===== config.mk =====
export PLATFORM = sky130hd
export DESIGN_NAME = aph_top
export DESIGN_NICKNAME = d
export VERILOG_FILES = /design/src/inc/aph_pkg.sv /design/src/design/aph_qual_mem.sv /design/src/design/aph_top.sv
export VERILOG_INCLUDE_DIRS = /design/src /design/src/inc
export SDC_FILE = /design/constraint.sdc
export NUM_CORES = 1
export LEC_CHECK = 0
export ABC_AREA = 1
export BUFFER_PORTS_ARGS = -buffer_cell sky130_fd_sc_hd__buf_4
export CORE_MARGIN = 1.5
export CORE_UTILIZATION = 60
export CTS_CLUSTER_SIZE = 30
export DETAILED_ROUTE_END_ITERATION = 12
export PLACE_DENSITY = 0.86
export SYNTH_ARGS = -nofsm -noshare
export SYNTH_HDL_FRONTEND = slang
export SYNTH_HIERARCHICAL = 1
export SYNTH_SLANG_ARGS = --single-unit

===== constraint.sdc =====
create_clock -name clk -period 23.2 [get_ports clk]
set_clock_uncertainty 0.05 [all_clocks]
set_input_delay 2.32 -clock clk [delete_from_list [all_inputs] [get_ports clk]]
set_output_delay 2.32 -clock clk [all_outputs]
set_load 0.02 [all_outputs]

===== src/inc/aph_defs.svh =====
// Offsets, field positions, reset values and coded bytes of the APDU/PIN status block
`ifndef APH_DEFS_SVH
`define APH_DEFS_SVH

// ----------------------------------------------------------------
// Register byte offsets
// ----------------------------------------------------------------
`define APH_OFS_CTRL     12'h000
`define APH_OFS_PIN_EN   12'h004
`define APH_OFS_QUAL     12'h008
`define APH_OFS_CMD      12'h00C
`define APH_OFS_STATUS   12'h010

// ----------------------------------------------------------------
// Field positions
// ----------------------------------------------------------------
`define APH_CTRL_MULTI   0
`define APH_CTRL_ACTIVE  1
`define APH_CTRL_SEL_LO  2
`define APH_CTRL_SECOND  5
`define APH_CTRL_UNIV_EN 6
`define APH_QUAL_PRES    16
`define APH_QUAL_IDX_LO  17
`define APH_CMD_BUILD    0

// ----------------------------------------------------------------
// Reset values
// ----------------------------------------------------------------
`define APH_CTRL_RST     7'h00
`define APH_PIN_EN_RST   24'h00_0000

// ----------------------------------------------------------------
// Data object tags, key references and qualifier codes
// ----------------------------------------------------------------
`define APH_TAG_TEMPLATE 8'hC6
`define APH_TAG_BITMAP   8'h90
`define APH_TAG_KEYREF   8'h83
`define APH_TAG_QUAL     8'h95
`define APH_LEN_ONE      8'h01
`define APH_KREF_PIN     8'h01
`define APH_KREF_SECOND  8'h81
`define APH_KREF_UNIV    8'h11
`define APH_UQ_DO_NOT    8'h00
`define APH_UQ_USER_PIN  8'h08
`define APH_UQ_RFU_MASK  8'hFC

// ----------------------------------------------------------------
// APDU layout
// ----------------------------------------------------------------
`define APH_HDR_LEN      9'd4
`define APH_TMPL_BYTES   20

`endif


===== src/inc/aph_pkg.sv =====
// Types shared by the APDU/PIN status block
package aph_pkg;

	// Output sequencer states
	typedef enum logic [0:0] {
		ST_IDLE,
		ST_SEND
	} aph_state_e;

	// Structural case of a command
	typedef enum logic [2:0] {
		CASE_NONE,
		CASE_1,
		CASE_2,
		CASE_3,
		CASE_4
	} aph_case_e;

endpackage


===== src/design/aph_qual_mem.sv =====
// Per-application usage qualifier store with registered read data
`timescale 1ns/1ps

module aph_qual_mem #(
	parameter int DEPTH = 8,
	parameter int WIDTH = 17,
	parameter int AW    = 3
) (
	// Clock and reset
	input  wire logic             clk,
	input  wire logic             rst_n,
	// Write port
	input  wire logic             wr_en,
	input  wire logic [AW-1:0]    wr_addr,
	input  wire logic [WIDTH-1:0] wr_data,
	// Read port
	input  wire logic [AW-1:0]    rd_addr,
	output logic      [WIDTH-1:0] rd_data
);

	// ----------------------------------------------------------------
	// Storage
	// ----------------------------------------------------------------
	logic [WIDTH-1:0] mem_q [DEPTH];   // One word per application
	logic [WIDTH-1:0] rd_data_q;       // Registered read word

	// Array write, no reset needed for contents
	always_ff @(posedge clk) begin
		if (wr_en) begin
			mem_q[wr_addr] <= wr_data;
		end
	end

	// Read data always leaves from a flop
	always_ff @(posedge clk or negedge rst_n) begin
		if (!rst_n) begin
			rd_data_q <= '0;
		end else begin
			rd_data_q <= mem_q[rd_addr];
		end
	end

	assign rd_data = rd_data_q;

endmodule


===== src/design/aph_top.sv =====
// APDU case classifier and PIN status template builder with APB registers
//
// Decided for this implementation: register access over APB and the address map.
`timescale 1ns/1ps
`include "aph_defs.svh"

module aph_top #(
	parameter int NUM_APPS = 8
) (
	// Clock and reset
	input  wire logic        clk,
	input  wire logic        resetn,
	// APB slave
	input  wire logic        psel,
	input  wire logic        penable,
	input  wire logic        pwrite,
	input  wire logic [11:0] paddr,
	input  wire logic [31:0] pwdata,
	output logic      [31:0] prdata,
	output logic             pready,
	output logic             pslverr,
	// Command APDU byte stream
	input  wire logic        apdu_valid,
	input  wire logic [7:0]  apdu_byte,
	input  wire logic        apdu_last,
	// Case result
	output logic             case_valid,
	output logic [2:0]       case_code,
	output logic             case_malformed,
	output logic [7:0]       hdr_cla,
	output logic [7:0]       hdr_ins,
	output logic [7:0]       hdr_p1,
	output logic [7:0]       hdr_p2,
	// PIN state template byte stream
	output logic             tmpl_valid,
	output logic [7:0]       tmpl_byte,
	output logic             tmpl_last,
	input  wire logic        tmpl_ready
);

	localparam int TB = `APH_TMPL_BYTES;

	// ----------------------------------------------------------------
	// Reset synchroniser
	// ----------------------------------------------------------------
	logic rst_meta_q;   // First stage, read only by the second
	logic rst_n;        // Released copy used everywhere

	// Asynchronous assert, synchronous release
	always_ff @(posedge clk or negedge resetn) begin
		if (!resetn) begin
			rst_meta_q <= 1'b0;
			rst_n      <= 1'b0;
		end else begin
			rst_meta_q <= 1'b1;
			rst_n      <= rst_meta_q;
		end
	end

	// ----------------------------------------------------------------
	// Register file
	// ----------------------------------------------------------------
	logic [6:0]          ctrl_q, ctrl_d;         // Mode, active, selection
	logic [23:0]         pin_en_q, pin_en_d;     // Present, second, app enables
	logic [NUM_APPS-1:0] univ_dnu_q, univ_dnu_d; // Per-app universal do-not-use
	logic                kref_err_q, kref_err_d; // Refused build, sticky
	logic [16:0]         qual_rd;                // Qualifier word of selected app
	logic                wr_acc;                 // Write access phase
	logic                qual_wr;                // Qualifier store write
	logic [16:0]         qual_wdata;             // Cleaned qualifier word
	logic                build_req;              // Template build strobe
	logic                sts_clr;                // Status write clears error

	assign wr_acc     = psel && penable && pwrite;
	assign qual_wr    = wr_acc && (paddr == `APH_OFS_QUAL);
	assign build_req  = wr_acc && (paddr == `APH_OFS_CMD) && pwdata[`APH_CMD_BUILD];
	assign sts_clr    = wr_acc && (paddr == `APH_OFS_STATUS);
	// Reserved qualifier bits are forced to zero on every write
	assign qual_wdata = {pwdata[`APH_QUAL_PRES], pwdata[15:8] & `APH_UQ_RFU_MASK,
		pwdata[7:0] & `APH_UQ_RFU_MASK};

	// Register next state
	always_comb begin
		ctrl_d     = ctrl_q;
		pin_en_d   = pin_en_q;
		univ_dnu_d = univ_dnu_q;
		if (wr_acc && paddr == `APH_OFS_CTRL) begin
			ctrl_d = pwdata[6:0];
		end
		if (wr_acc && paddr == `APH_OFS_PIN_EN) begin
			pin_en_d = pwdata[23:0];
		end
		// Universal qualifier tracked per application context
		if (qual_wr) begin
			univ_dnu_d[pwdata[`APH_QUAL_IDX_LO +: 3]] =
				(qual_wdata[15:8] == `APH_UQ_DO_NOT);
		end
	end

	// Register storage
	always_ff @(posedge clk or negedge rst_n) begin
		if (!rst_n) begin
			ctrl_q     <= `APH_CTRL_RST;
			pin_en_q   <= `APH_PIN_EN_RST;
			univ_dnu_q <= '0;
			kref_err_q <= 1'b0;
		end else begin
			ctrl_q     <= ctrl_d;
			pin_en_q   <= pin_en_d;
			univ_dnu_q <= univ_dnu_d;
			kref_err_q <= kref_err_d;
		end
	end

	// Qualifier words: {present, universal, application}
	aph_qual_mem #(
		.DEPTH (NUM_APPS),
		.WIDTH (17),
		.AW    (3)
	) u_qual (
		.clk     (clk),
		.rst_n   (rst_n),
		.wr_en   (qual_wr),
		.wr_addr (pwdata[`APH_QUAL_IDX_LO +: 3]),
		.wr_data (qual_wdata),
		.rd_addr (ctrl_q[`APH_CTRL_SEL_LO +: 3]),
		.rd_data (qual_rd)
	);

	// ----------------------------------------------------------------
	// Universal qualifier evaluation
	// ----------------------------------------------------------------
	logic [NUM_APPS-1:0] dis_dnu;  // Disabled app that says do-not-use
	logic                all_en;   // Every present app PIN enabled
	logic                def_dnu;  // Default after reset is do-not-use
	logic [7:0]          univ_uq;  // Qualifier used in the template

	genvar gi;
	generate
		for (gi = 0; gi < NUM_APPS; gi++) begin : g_app
			assign dis_dnu[gi] = pin_en_q[16+gi] && !pin_en_q[gi] && univ_dnu_q[gi];
		end
	endgenerate

	assign all_en  = &(pin_en_q[NUM_APPS-1:0] | ~pin_en_q[16 +: NUM_APPS]);
	assign def_dnu = all_en || (|dis_dnu);
	// Idle channel falls back to the reset-time evaluation
	assign univ_uq = !ctrl_q[`APH_CTRL_ACTIVE]
		? (def_dnu ? `APH_UQ_DO_NOT : `APH_UQ_USER_PIN) : qual_rd[15:8];

	// ----------------------------------------------------------------
	// Template assembly
	// ----------------------------------------------------------------
	logic [2:0]        sel;        // Selected application
	logic              multi;      // Multi-verification mode
	logic              with_sec;   // Second secret listed
	logic              with_univ;  // Universal reference listed
	logic [7:0]        kr_pin;     // Application PIN reference
	logic [7:0]        kr_sec;     // Second secret reference
	logic [7:0]        bitmap;     // Enable bitmap byte
	logic [7:0]        tb [TB];    // Assembled bytes
	logic [4:0]        tn;         // Number of bytes used
	logic [8*TB-1:0]   tvec;       // Packed, first byte on top
	logic              sel_bad;    // Selection breaks allocation

	assign sel       = ctrl_q[`APH_CTRL_SEL_LO +: 3];
	assign multi     = ctrl_q[`APH_CTRL_MULTI];
	assign with_sec  = ctrl_q[`APH_CTRL_SECOND];
	assign with_univ = multi;
	// Single mode owns only the first pair of references
	assign kr_pin    = multi ? `APH_KREF_PIN + {5'h00, sel} : `APH_KREF_PIN;
	assign kr_sec    = multi ? `APH_KREF_SECOND + {5'h00, sel} : `APH_KREF_SECOND;
	// One reference pair per application keeps them unshared
	assign sel_bad   = (!multi && sel != 3'd0) || !pin_en_q[16 + 32'(sel)];

	// Byte list with bitmap first and references after it
	always_comb begin
		logic [4:0] k;
		k = 5'd0;
		bitmap = 8'h00;
		for (int i = 0; i < TB; i++) begin
			tb[i] = 8'h00;
		end
		// Bit b8 first, then in reference order
		bitmap[7] = pin_en_q[sel];
		if (with_sec) begin
			bitmap[6] = pin_en_q[8 + 32'(sel)];
		end
		if (with_univ) begin
			bitmap[with_sec ? 5 : 6] = pin_en_q[16 + 32'(sel)];
		end
		tb[0] = `APH_TAG_TEMPLATE;
		tb[2] = `APH_TAG_BITMAP;
		tb[3] = `APH_LEN_ONE;
		tb[4] = bitmap;
		k = 5'd5;
		// Optional application qualifier; absent means always verify
		if (qual_rd[`APH_QUAL_PRES]) begin
			tb[k]      = `APH_TAG_QUAL;
			tb[k+5'd1] = `APH_LEN_ONE;
			tb[k+5'd2] = qual_rd[7:0];
			k = k + 5'd3;
		end
		tb[k]      = `APH_TAG_KEYREF;
		tb[k+5'd1] = `APH_LEN_ONE;
		tb[k+5'd2] = kr_pin;
		k = k + 5'd3;
		if (with_sec) begin
			tb[k]      = `APH_TAG_KEYREF;
			tb[k+5'd1] = `APH_LEN_ONE;
			tb[k+5'd2] = kr_sec;
			k = k + 5'd3;
		end
		// Universal reference always carries its qualifier
		if (with_univ) begin
			tb[k]      = `APH_TAG_QUAL;
			tb[k+5'd1] = `APH_LEN_ONE;
			tb[k+5'd2] = univ_uq;
			tb[k+5'd3] = `APH_TAG_KEYREF;
			tb[k+5'd4] = `APH_LEN_ONE;
			tb[k+5'd5] = `APH_KREF_UNIV;
			k = k + 5'd6;
		end
		tb[1] = {3'b000, k - 5'd2};
		tn = k;
	end

	// Pack so the first byte sits in the top lane
	generate
		for (gi = 0; gi < TB; gi++) begin : g_pack
			assign tvec[8*(TB-gi)-1 -: 8] = tb[gi];
		end
	endgenerate

	// ----------------------------------------------------------------
	// Template output sequencer
	// ----------------------------------------------------------------
	aph_pkg::aph_state_e st_q, st_d;   // Sequencer state
	logic [8*TB-1:0]     shf_q, shf_d; // Bytes still to send
	logic [4:0]          cnt_q, cnt_d; // Bytes left including current

	// Build starts only while idle and the selection is legal
	always_comb begin
		st_d       = st_q;
		shf_d      = shf_q;
		cnt_d      = cnt_q;
		kref_err_d = kref_err_q && !sts_clr;
		unique case (st_q)
			aph_pkg::ST_IDLE: begin
				if (build_req && sel_bad) begin
					kref_err_d = 1'b1;
				end else if (build_req) begin
					st_d  = aph_pkg::ST_SEND;
					shf_d = tvec;
					cnt_d = tn;
				end
			end
			aph_pkg::ST_SEND: begin
				if (tmpl_ready) begin
					shf_d = {shf_q[8*TB-9:0], 8'h00};
					cnt_d = cnt_q - 5'd1;
					if (cnt_q == 5'd1) begin
						st_d = aph_pkg::ST_IDLE;
					end
				end
			end
		endcase
	end

	// Sequencer storage
	always_ff @(posedge clk or negedge rst_n) begin
		if (!rst_n) begin
			st_q  <= aph_pkg::ST_IDLE;
			shf_q <= '0;
			cnt_q <= 5'd0;
		end else begin
			st_q  <= st_d;
			shf_q <= shf_d;
			cnt_q <= cnt_d;
		end
	end

	assign tmpl_valid = (st_q == aph_pkg::ST_SEND);
	assign tmpl_byte  = shf_q[8*TB-1 -: 8];
	assign tmpl_last  = tmpl_valid && (cnt_q == 5'd1);

	// ----------------------------------------------------------------
	// Command APDU case classifier
	// ----------------------------------------------------------------
	logic [8:0]  bcnt_q, bcnt_d;     // Bytes seen, saturating
	logic [7:0]  lc_q, lc_d;         // Fifth byte, Lc or Le
	logic [31:0] hdr_q, hdr_d;       // Class, instruction, P1, P2
	logic        cv_q, cv_d;         // Result pulse
	logic [2:0]  cc_q, cc_d;         // Result case
	logic        cm_q, cm_d;         // Result malformed
	logic [8:0]  n;                  // Length including this byte

	assign n = (bcnt_q == 9'h1FF) ? bcnt_q : bcnt_q + 9'd1;

	// Header then optional Lc, data, Le; case from total length
	always_comb begin
		bcnt_d = bcnt_q;
		lc_d   = lc_q;
		hdr_d  = hdr_q;
		cv_d   = 1'b0;
		cc_d   = cc_q;
		cm_d   = cm_q;
		if (apdu_valid) begin
			bcnt_d = apdu_last ? 9'd0 : n;
			if (bcnt_q < `APH_HDR_LEN) begin
				hdr_d[8*(3-32'(bcnt_q[1:0])) +: 8] = apdu_byte;
			end
			if (bcnt_q == `APH_HDR_LEN) begin
				lc_d = apdu_byte;
			end
			if (apdu_last) begin
				cv_d = 1'b1;
				cm_d = 1'b0;
				if (n < `APH_HDR_LEN) begin
					cc_d = aph_pkg::CASE_NONE;
					cm_d = 1'b1;
				end else if (n == `APH_HDR_LEN) begin
					cc_d = aph_pkg::CASE_1;
				end else if (n == `APH_HDR_LEN + 9'd1) begin
					cc_d = aph_pkg::CASE_2;
				end else if (lc_q != 8'h00 && n == `APH_HDR_LEN + 9'd1 + {1'b0, lc_q}) begin
					cc_d = aph_pkg::CASE_3;
				end else if (lc_q != 8'h00 && n == `APH_HDR_LEN + 9'd2 + {1'b0, lc_q}) begin
					cc_d = aph_pkg::CASE_4;
				end else begin
					cc_d = aph_pkg::CASE_NONE;
					cm_d = 1'b1;
				end
			end
		end
	end

	// Classifier storage
	always_ff @(posedge clk or negedge rst_n) begin
		if (!rst_n) begin
			bcnt_q <= 9'd0;
			lc_q   <= 8'h00;
			hdr_q  <= 32'h0000_0000;
			cv_q   <= 1'b0;
			cc_q   <= 3'd0;
			cm_q   <= 1'b0;
		end else begin
			bcnt_q <= bcnt_d;
			lc_q   <= lc_d;
			hdr_q  <= hdr_d;
			cv_q   <= cv_d;
			cc_q   <= cc_d;
			cm_q   <= cm_d;
		end
	end

	assign case_valid     = cv_q;
	assign case_code      = cc_q;
	assign case_malformed = cm_q;
	assign hdr_cla        = hdr_q[31:24];
	assign hdr_ins        = hdr_q[23:16];
	assign hdr_p1         = hdr_q[15:8];
	assign hdr_p2         = hdr_q[7:0];

	// ----------------------------------------------------------------
	// APB read side
	// ----------------------------------------------------------------
	logic verify_req; // Selected PIN must be presented

	// Missing qualifier means verify whenever enabled
	assign verify_req = pin_en_q[sel] &&
		(!qual_rd[`APH_QUAL_PRES] || qual_rd[3]);

	// Zero-wait slave; unmapped offsets answer an error
	always_comb begin
		prdata  = 32'h0000_0000;
		pready  = 1'b1;
		pslverr = 1'b0;
		unique case (paddr)
			`APH_OFS_CTRL:   prdata = {25'h000_0000, ctrl_q};
			`APH_OFS_PIN_EN: prdata = {8'h00, pin_en_q};
			`APH_OFS_QUAL:   prdata = {15'h0000, qual_rd[16:0]};
			`APH_OFS_CMD:    prdata = 32'h0000_0000;
			`APH_OFS_STATUS: prdata = {16'h0000, univ_uq, verify_req, def_dnu,
				cm_q, cc_q, kref_err_q, tmpl_valid};
			default:         pslverr = psel && penable;
		endcase
	end

endmodule


==> reports/metrics.json <==
{
  "layout": {
    "syn2layout_area_growth_pct": 12.2,
    "finish.net_count": 2600,
    "total_inserted_antenna_cells": 0,
    "layout_common_cells": "688 x nand2_1, 361 x inv_1, 275 x dfrtp_1",
    "drive_above_1_share_pct": 9.33,
    "most_common_cell_after_layout_fill_and_taps_aside": "nand2_1",
    "layout.core_utilization_pct": 69.0,
    "fill_cells": 2544
  },
  "critical_path": {
    "required_ps": 20830,
    "crit_path_max_incr_delay_ps": 460,
    "path_cells": "buf_4 > nor3_2 > nand2_2 > nor2_2 > nand2_1 > o22ai_1 > a21oi_1 > o21ai_0 > buf_4",
    "cp_max_fo": 20,
    "critPathKind": "in -> out",
    "cp-start-kind": "primary input",
    "critical_path_arrival_ps": 4430,
    "worstSetupEndpointType": "output pin",
    "critical_path.most_common_cell": "buf_4",
    "crit_slowest_cell": "nand2_1"
  },
  "clock_tree": {
    "worst_skew_pair.late_latency_ps": 570,
    "h-tree-depth": 2,
    "ctsHoldBuffers": 0,
    "clockRootBuffer": "clkbuf_16",
    "numCtsBuffers": 43,
    "clock_path_buffers": 3,
    "postCtsSetupRepairBufs": 0,
    "cts_tree": "built",
    "clkSinkCount": 414,
    "cts_repair_resize_count": 0,
    "clock_slew_seen_by_the_registers_of_the_worst_setup_and_hold_paths_ps": 60
  },
  "routing": {
    "post_drt_wl_per_cell_um": 17.9,
    "drt_pass1_iterations": 6,
    "drtIter0Drc": 1743,
    "drt-vias-per-instance": 5.69,
    "detail-route-antenna-nets": 0,
    "route.final.wire_length_mm": 53.5,
    "routed-via-count": 17000,
    "remaining_drc_errors": 0
  },
  "timing": {
    "setup_violations": 0,
    "rsz0062_at_grt": "false",
    "timing.fmax_mhz": 147,
    "drv_slew": 0,
    "timing.final.crit_share_pct": 29.3,
    "finalHoldViolations": 0,
    "worst_slew_pin_slew_ps": 1220,
    "setup_tns_ps": 0,
    "slew_headroom_pct": 18.4,
    "finalCriticalPeriod_ps": 6800
  },
  "placed_design": {
    "detailed_place_hpwl_mm": 35.7,
    "gpl.final_weighted_congestion": 0.940,
    "placement.io_buffers": 123
  },
  "logic_synthesis": {
    "ys.warnings.count": 6,
    "unique_cell_type_count_in_the_yosys_netlist": 54,
    "ys_top_cells_by_area": "dfrtp_1 35%, edfxtp_1 20%, nand2_1 13%, inv_1 6.7%, o21ai_0 5.4%",
    "count_of_state_elements_after_synthesis": 414,
    "synth_area_leader_cell": "dfrtp_1",
    "postSynthCellCount": 2416,
    "synth-edff-count": 136,
    "seq_area_frac_synth_pct": 54.8,
    "synth_top_area_share_pct": 34.5,
    "syn-cell-area_um2": 20200,
    "syn_area_per_cell_um2": 8.34,
    "yosys_most_used_dff": "dfrtp_1",
    "postSynth.asyncResetShare_pct": 67.1
  },
  "grt": {
    "grt.total_usage_pct": 31.4,
    "grt_start_max_net_pins": 178,
    "grt_pass1_wl_mm": 84.5,
    "antenna_found_initial": 0,
    "vias_in_the_first_global_route": 16600,
    "gr-total-overflow": 0
  },
  "job": {
    "drv_cap": 0
  },
  "die": {
    "floorplan.initialDensity_pct": 61.5,
    "top_level_ports": 141,
    "core_area_um2": 32800,
    "placementRows": 66,
    "chipWidth_um": 186,
    "floorplan.die_area_um2": 34700,
    "fp.dieH_um": 186
  },
  "power_and_ir_drop": {
    "worst_ir_drop_vdd_mv": 0.0870,
    "power_density_nw_per_um2": 89.8,
    "leakagePower_uw": 0.0107,
    "totalPowerFinal_uw": 2030
  },
  "status": {
    "run_status": "complete, no violations"
  },
  "worst_hold_path": {
    "worstHoldPathType": "reg -> async"
  }
}
[per-stage QoR]
step,setup slack (ps),instance area (µm²),hold slack [ps],cells
2_1_floorplan,14830,20300,281,2456
3_3_place_gp,16520,21300,231,2917
3_5_place_dp,16490,21300,228,2917
4_1_cts,16480,22600,227,2993
5_1_grt,16230,22600,257,2993
6_report,16400,22600,213,2993
[Yosys cell counts (2+ instances only)]
| cell type | count |
|---|---|
| a21oi_1 | 68 |
| a221oi_1 | 4 |
| a22o_1 | 4 |
| a22oi_1 | 8 |
| a31oi_1 | 4 |
| a32oi_1 | 4 |
| buf_1 | 4 |
| buf_2 | 35 |
| buf_4 | 31 |
| buf_6 | 8 |
| clkbuf_1 | 45 |
| clkinv_1 | 3 |
| conb_1 | 2 |
| dfrtp_1 | 278 |
| edfxtp_1 | 136 |
| ha_1 | 20 |
| inv_1 | 361 |
| inv_2 | 5 |
| mux2_2 | 3 |
| nand2_1 | 688 |
| nand2_2 | 4 |
| nand3_1 | 158 |
| nand4_1 | 14 |
| nor2_1 | 142 |
| nor2_2 | 6 |
| nor3_1 | 11 |
| nor4_1 | 4 |
| o211ai_1 | 8 |
| o21a_1 | 3 |
| o21ai_0 | 219 |
| o21ai_1 | 24 |
| o221ai_1 | 3 |
| o22a_1 | 2 |
| o22ai_1 | 68 |
| o31ai_1 | 12 |
| or2_2 | 3 |
| xnor2_1 | 3 |
| xor2_1 | 5 |
[registers in the layout, indices dropped and copies added, names as in the netlist]
signal	cells
u_qual/rd_data	17
cnt_q	5
lc_q	8
tmpl_valid	1
ctrl_q	7
case_malformed	1
hdr_q	32
rst_n	1
case_code	3
bcnt_q	9
rst_meta_q	1
pin_en_q	24
univ_dnu_q	8
case_valid	1
u_qual/mem_q	136
shf_q	159
kref_err_q	1
[power breakdown]
group / switching, µW / internal, µW
Combinational: 300 / 146
Clock: 289 / 371
Sequential: 65.6 / 860
Total: 655 / 1380
[final timing paths]
check                      cells after the start         end  slack (ps)  startpoint
max in group asynchronous                      2  tmpl_valid       20780       rst_n
hold reg to reg                                0   bcnt_q[7]         210       rst_n
setup reg to reg                              14  shf_q[129]       18430   ctrl_q[2]
min in group clk                               0       rst_n         310  rst_meta_q
hold / removal                                 0   bcnt_q[7]         210       rst_n
setup / recovery                               9   prdata[0]       16400    paddr[5]
[routing by layer]
metal / wire, µm / vias to the layer above / global-route usage, %
met1: 20800 / 8063 / 39.6
li1: - / 7931 / -
met5: 0 / - / 0
met2: 25700 / 858 / 51.5
met4: 2770 / 0 / 17.3
met3: 4190 / 191 / 5.53
[cell type report]
cell class	count	area (µm²)	area share (%)
clock buffer	63	1230	5.45
clock inverter	13	101	0.448
inverter	369	1390	6.14
multi-input combinational	1549	7200	31.9
sequential	414	11000	48.9
tap	442	553	2.45
timing repair buffer	143	1090	4.80
[critical path, delay by kind of cell]
kind,cells,cell delay [ps]
AO/OA/AOI/OAI,3,700
AND/OR/NAND/NOR,4,1050
buffers and inverters,2,360
[logic make-up (layout without fill, tap and decap cells)]
group                      Yosys count  after routing  share of synthesized area (%)
adders and majority gates           20             20                           1.24
and+or+nand+nor                   1037           1037                           21.0
xor gates and xnor gates             8              8                          0.348
AOI/OAI and AO/OA                  439            439                           12.2
other                                2             42                         0.0373
buffers and inverters              493            588                           10.3
muxes                                3              3                          0.168
DFF                                414            414                           54.8
Power figures use the tool's default switching activity.
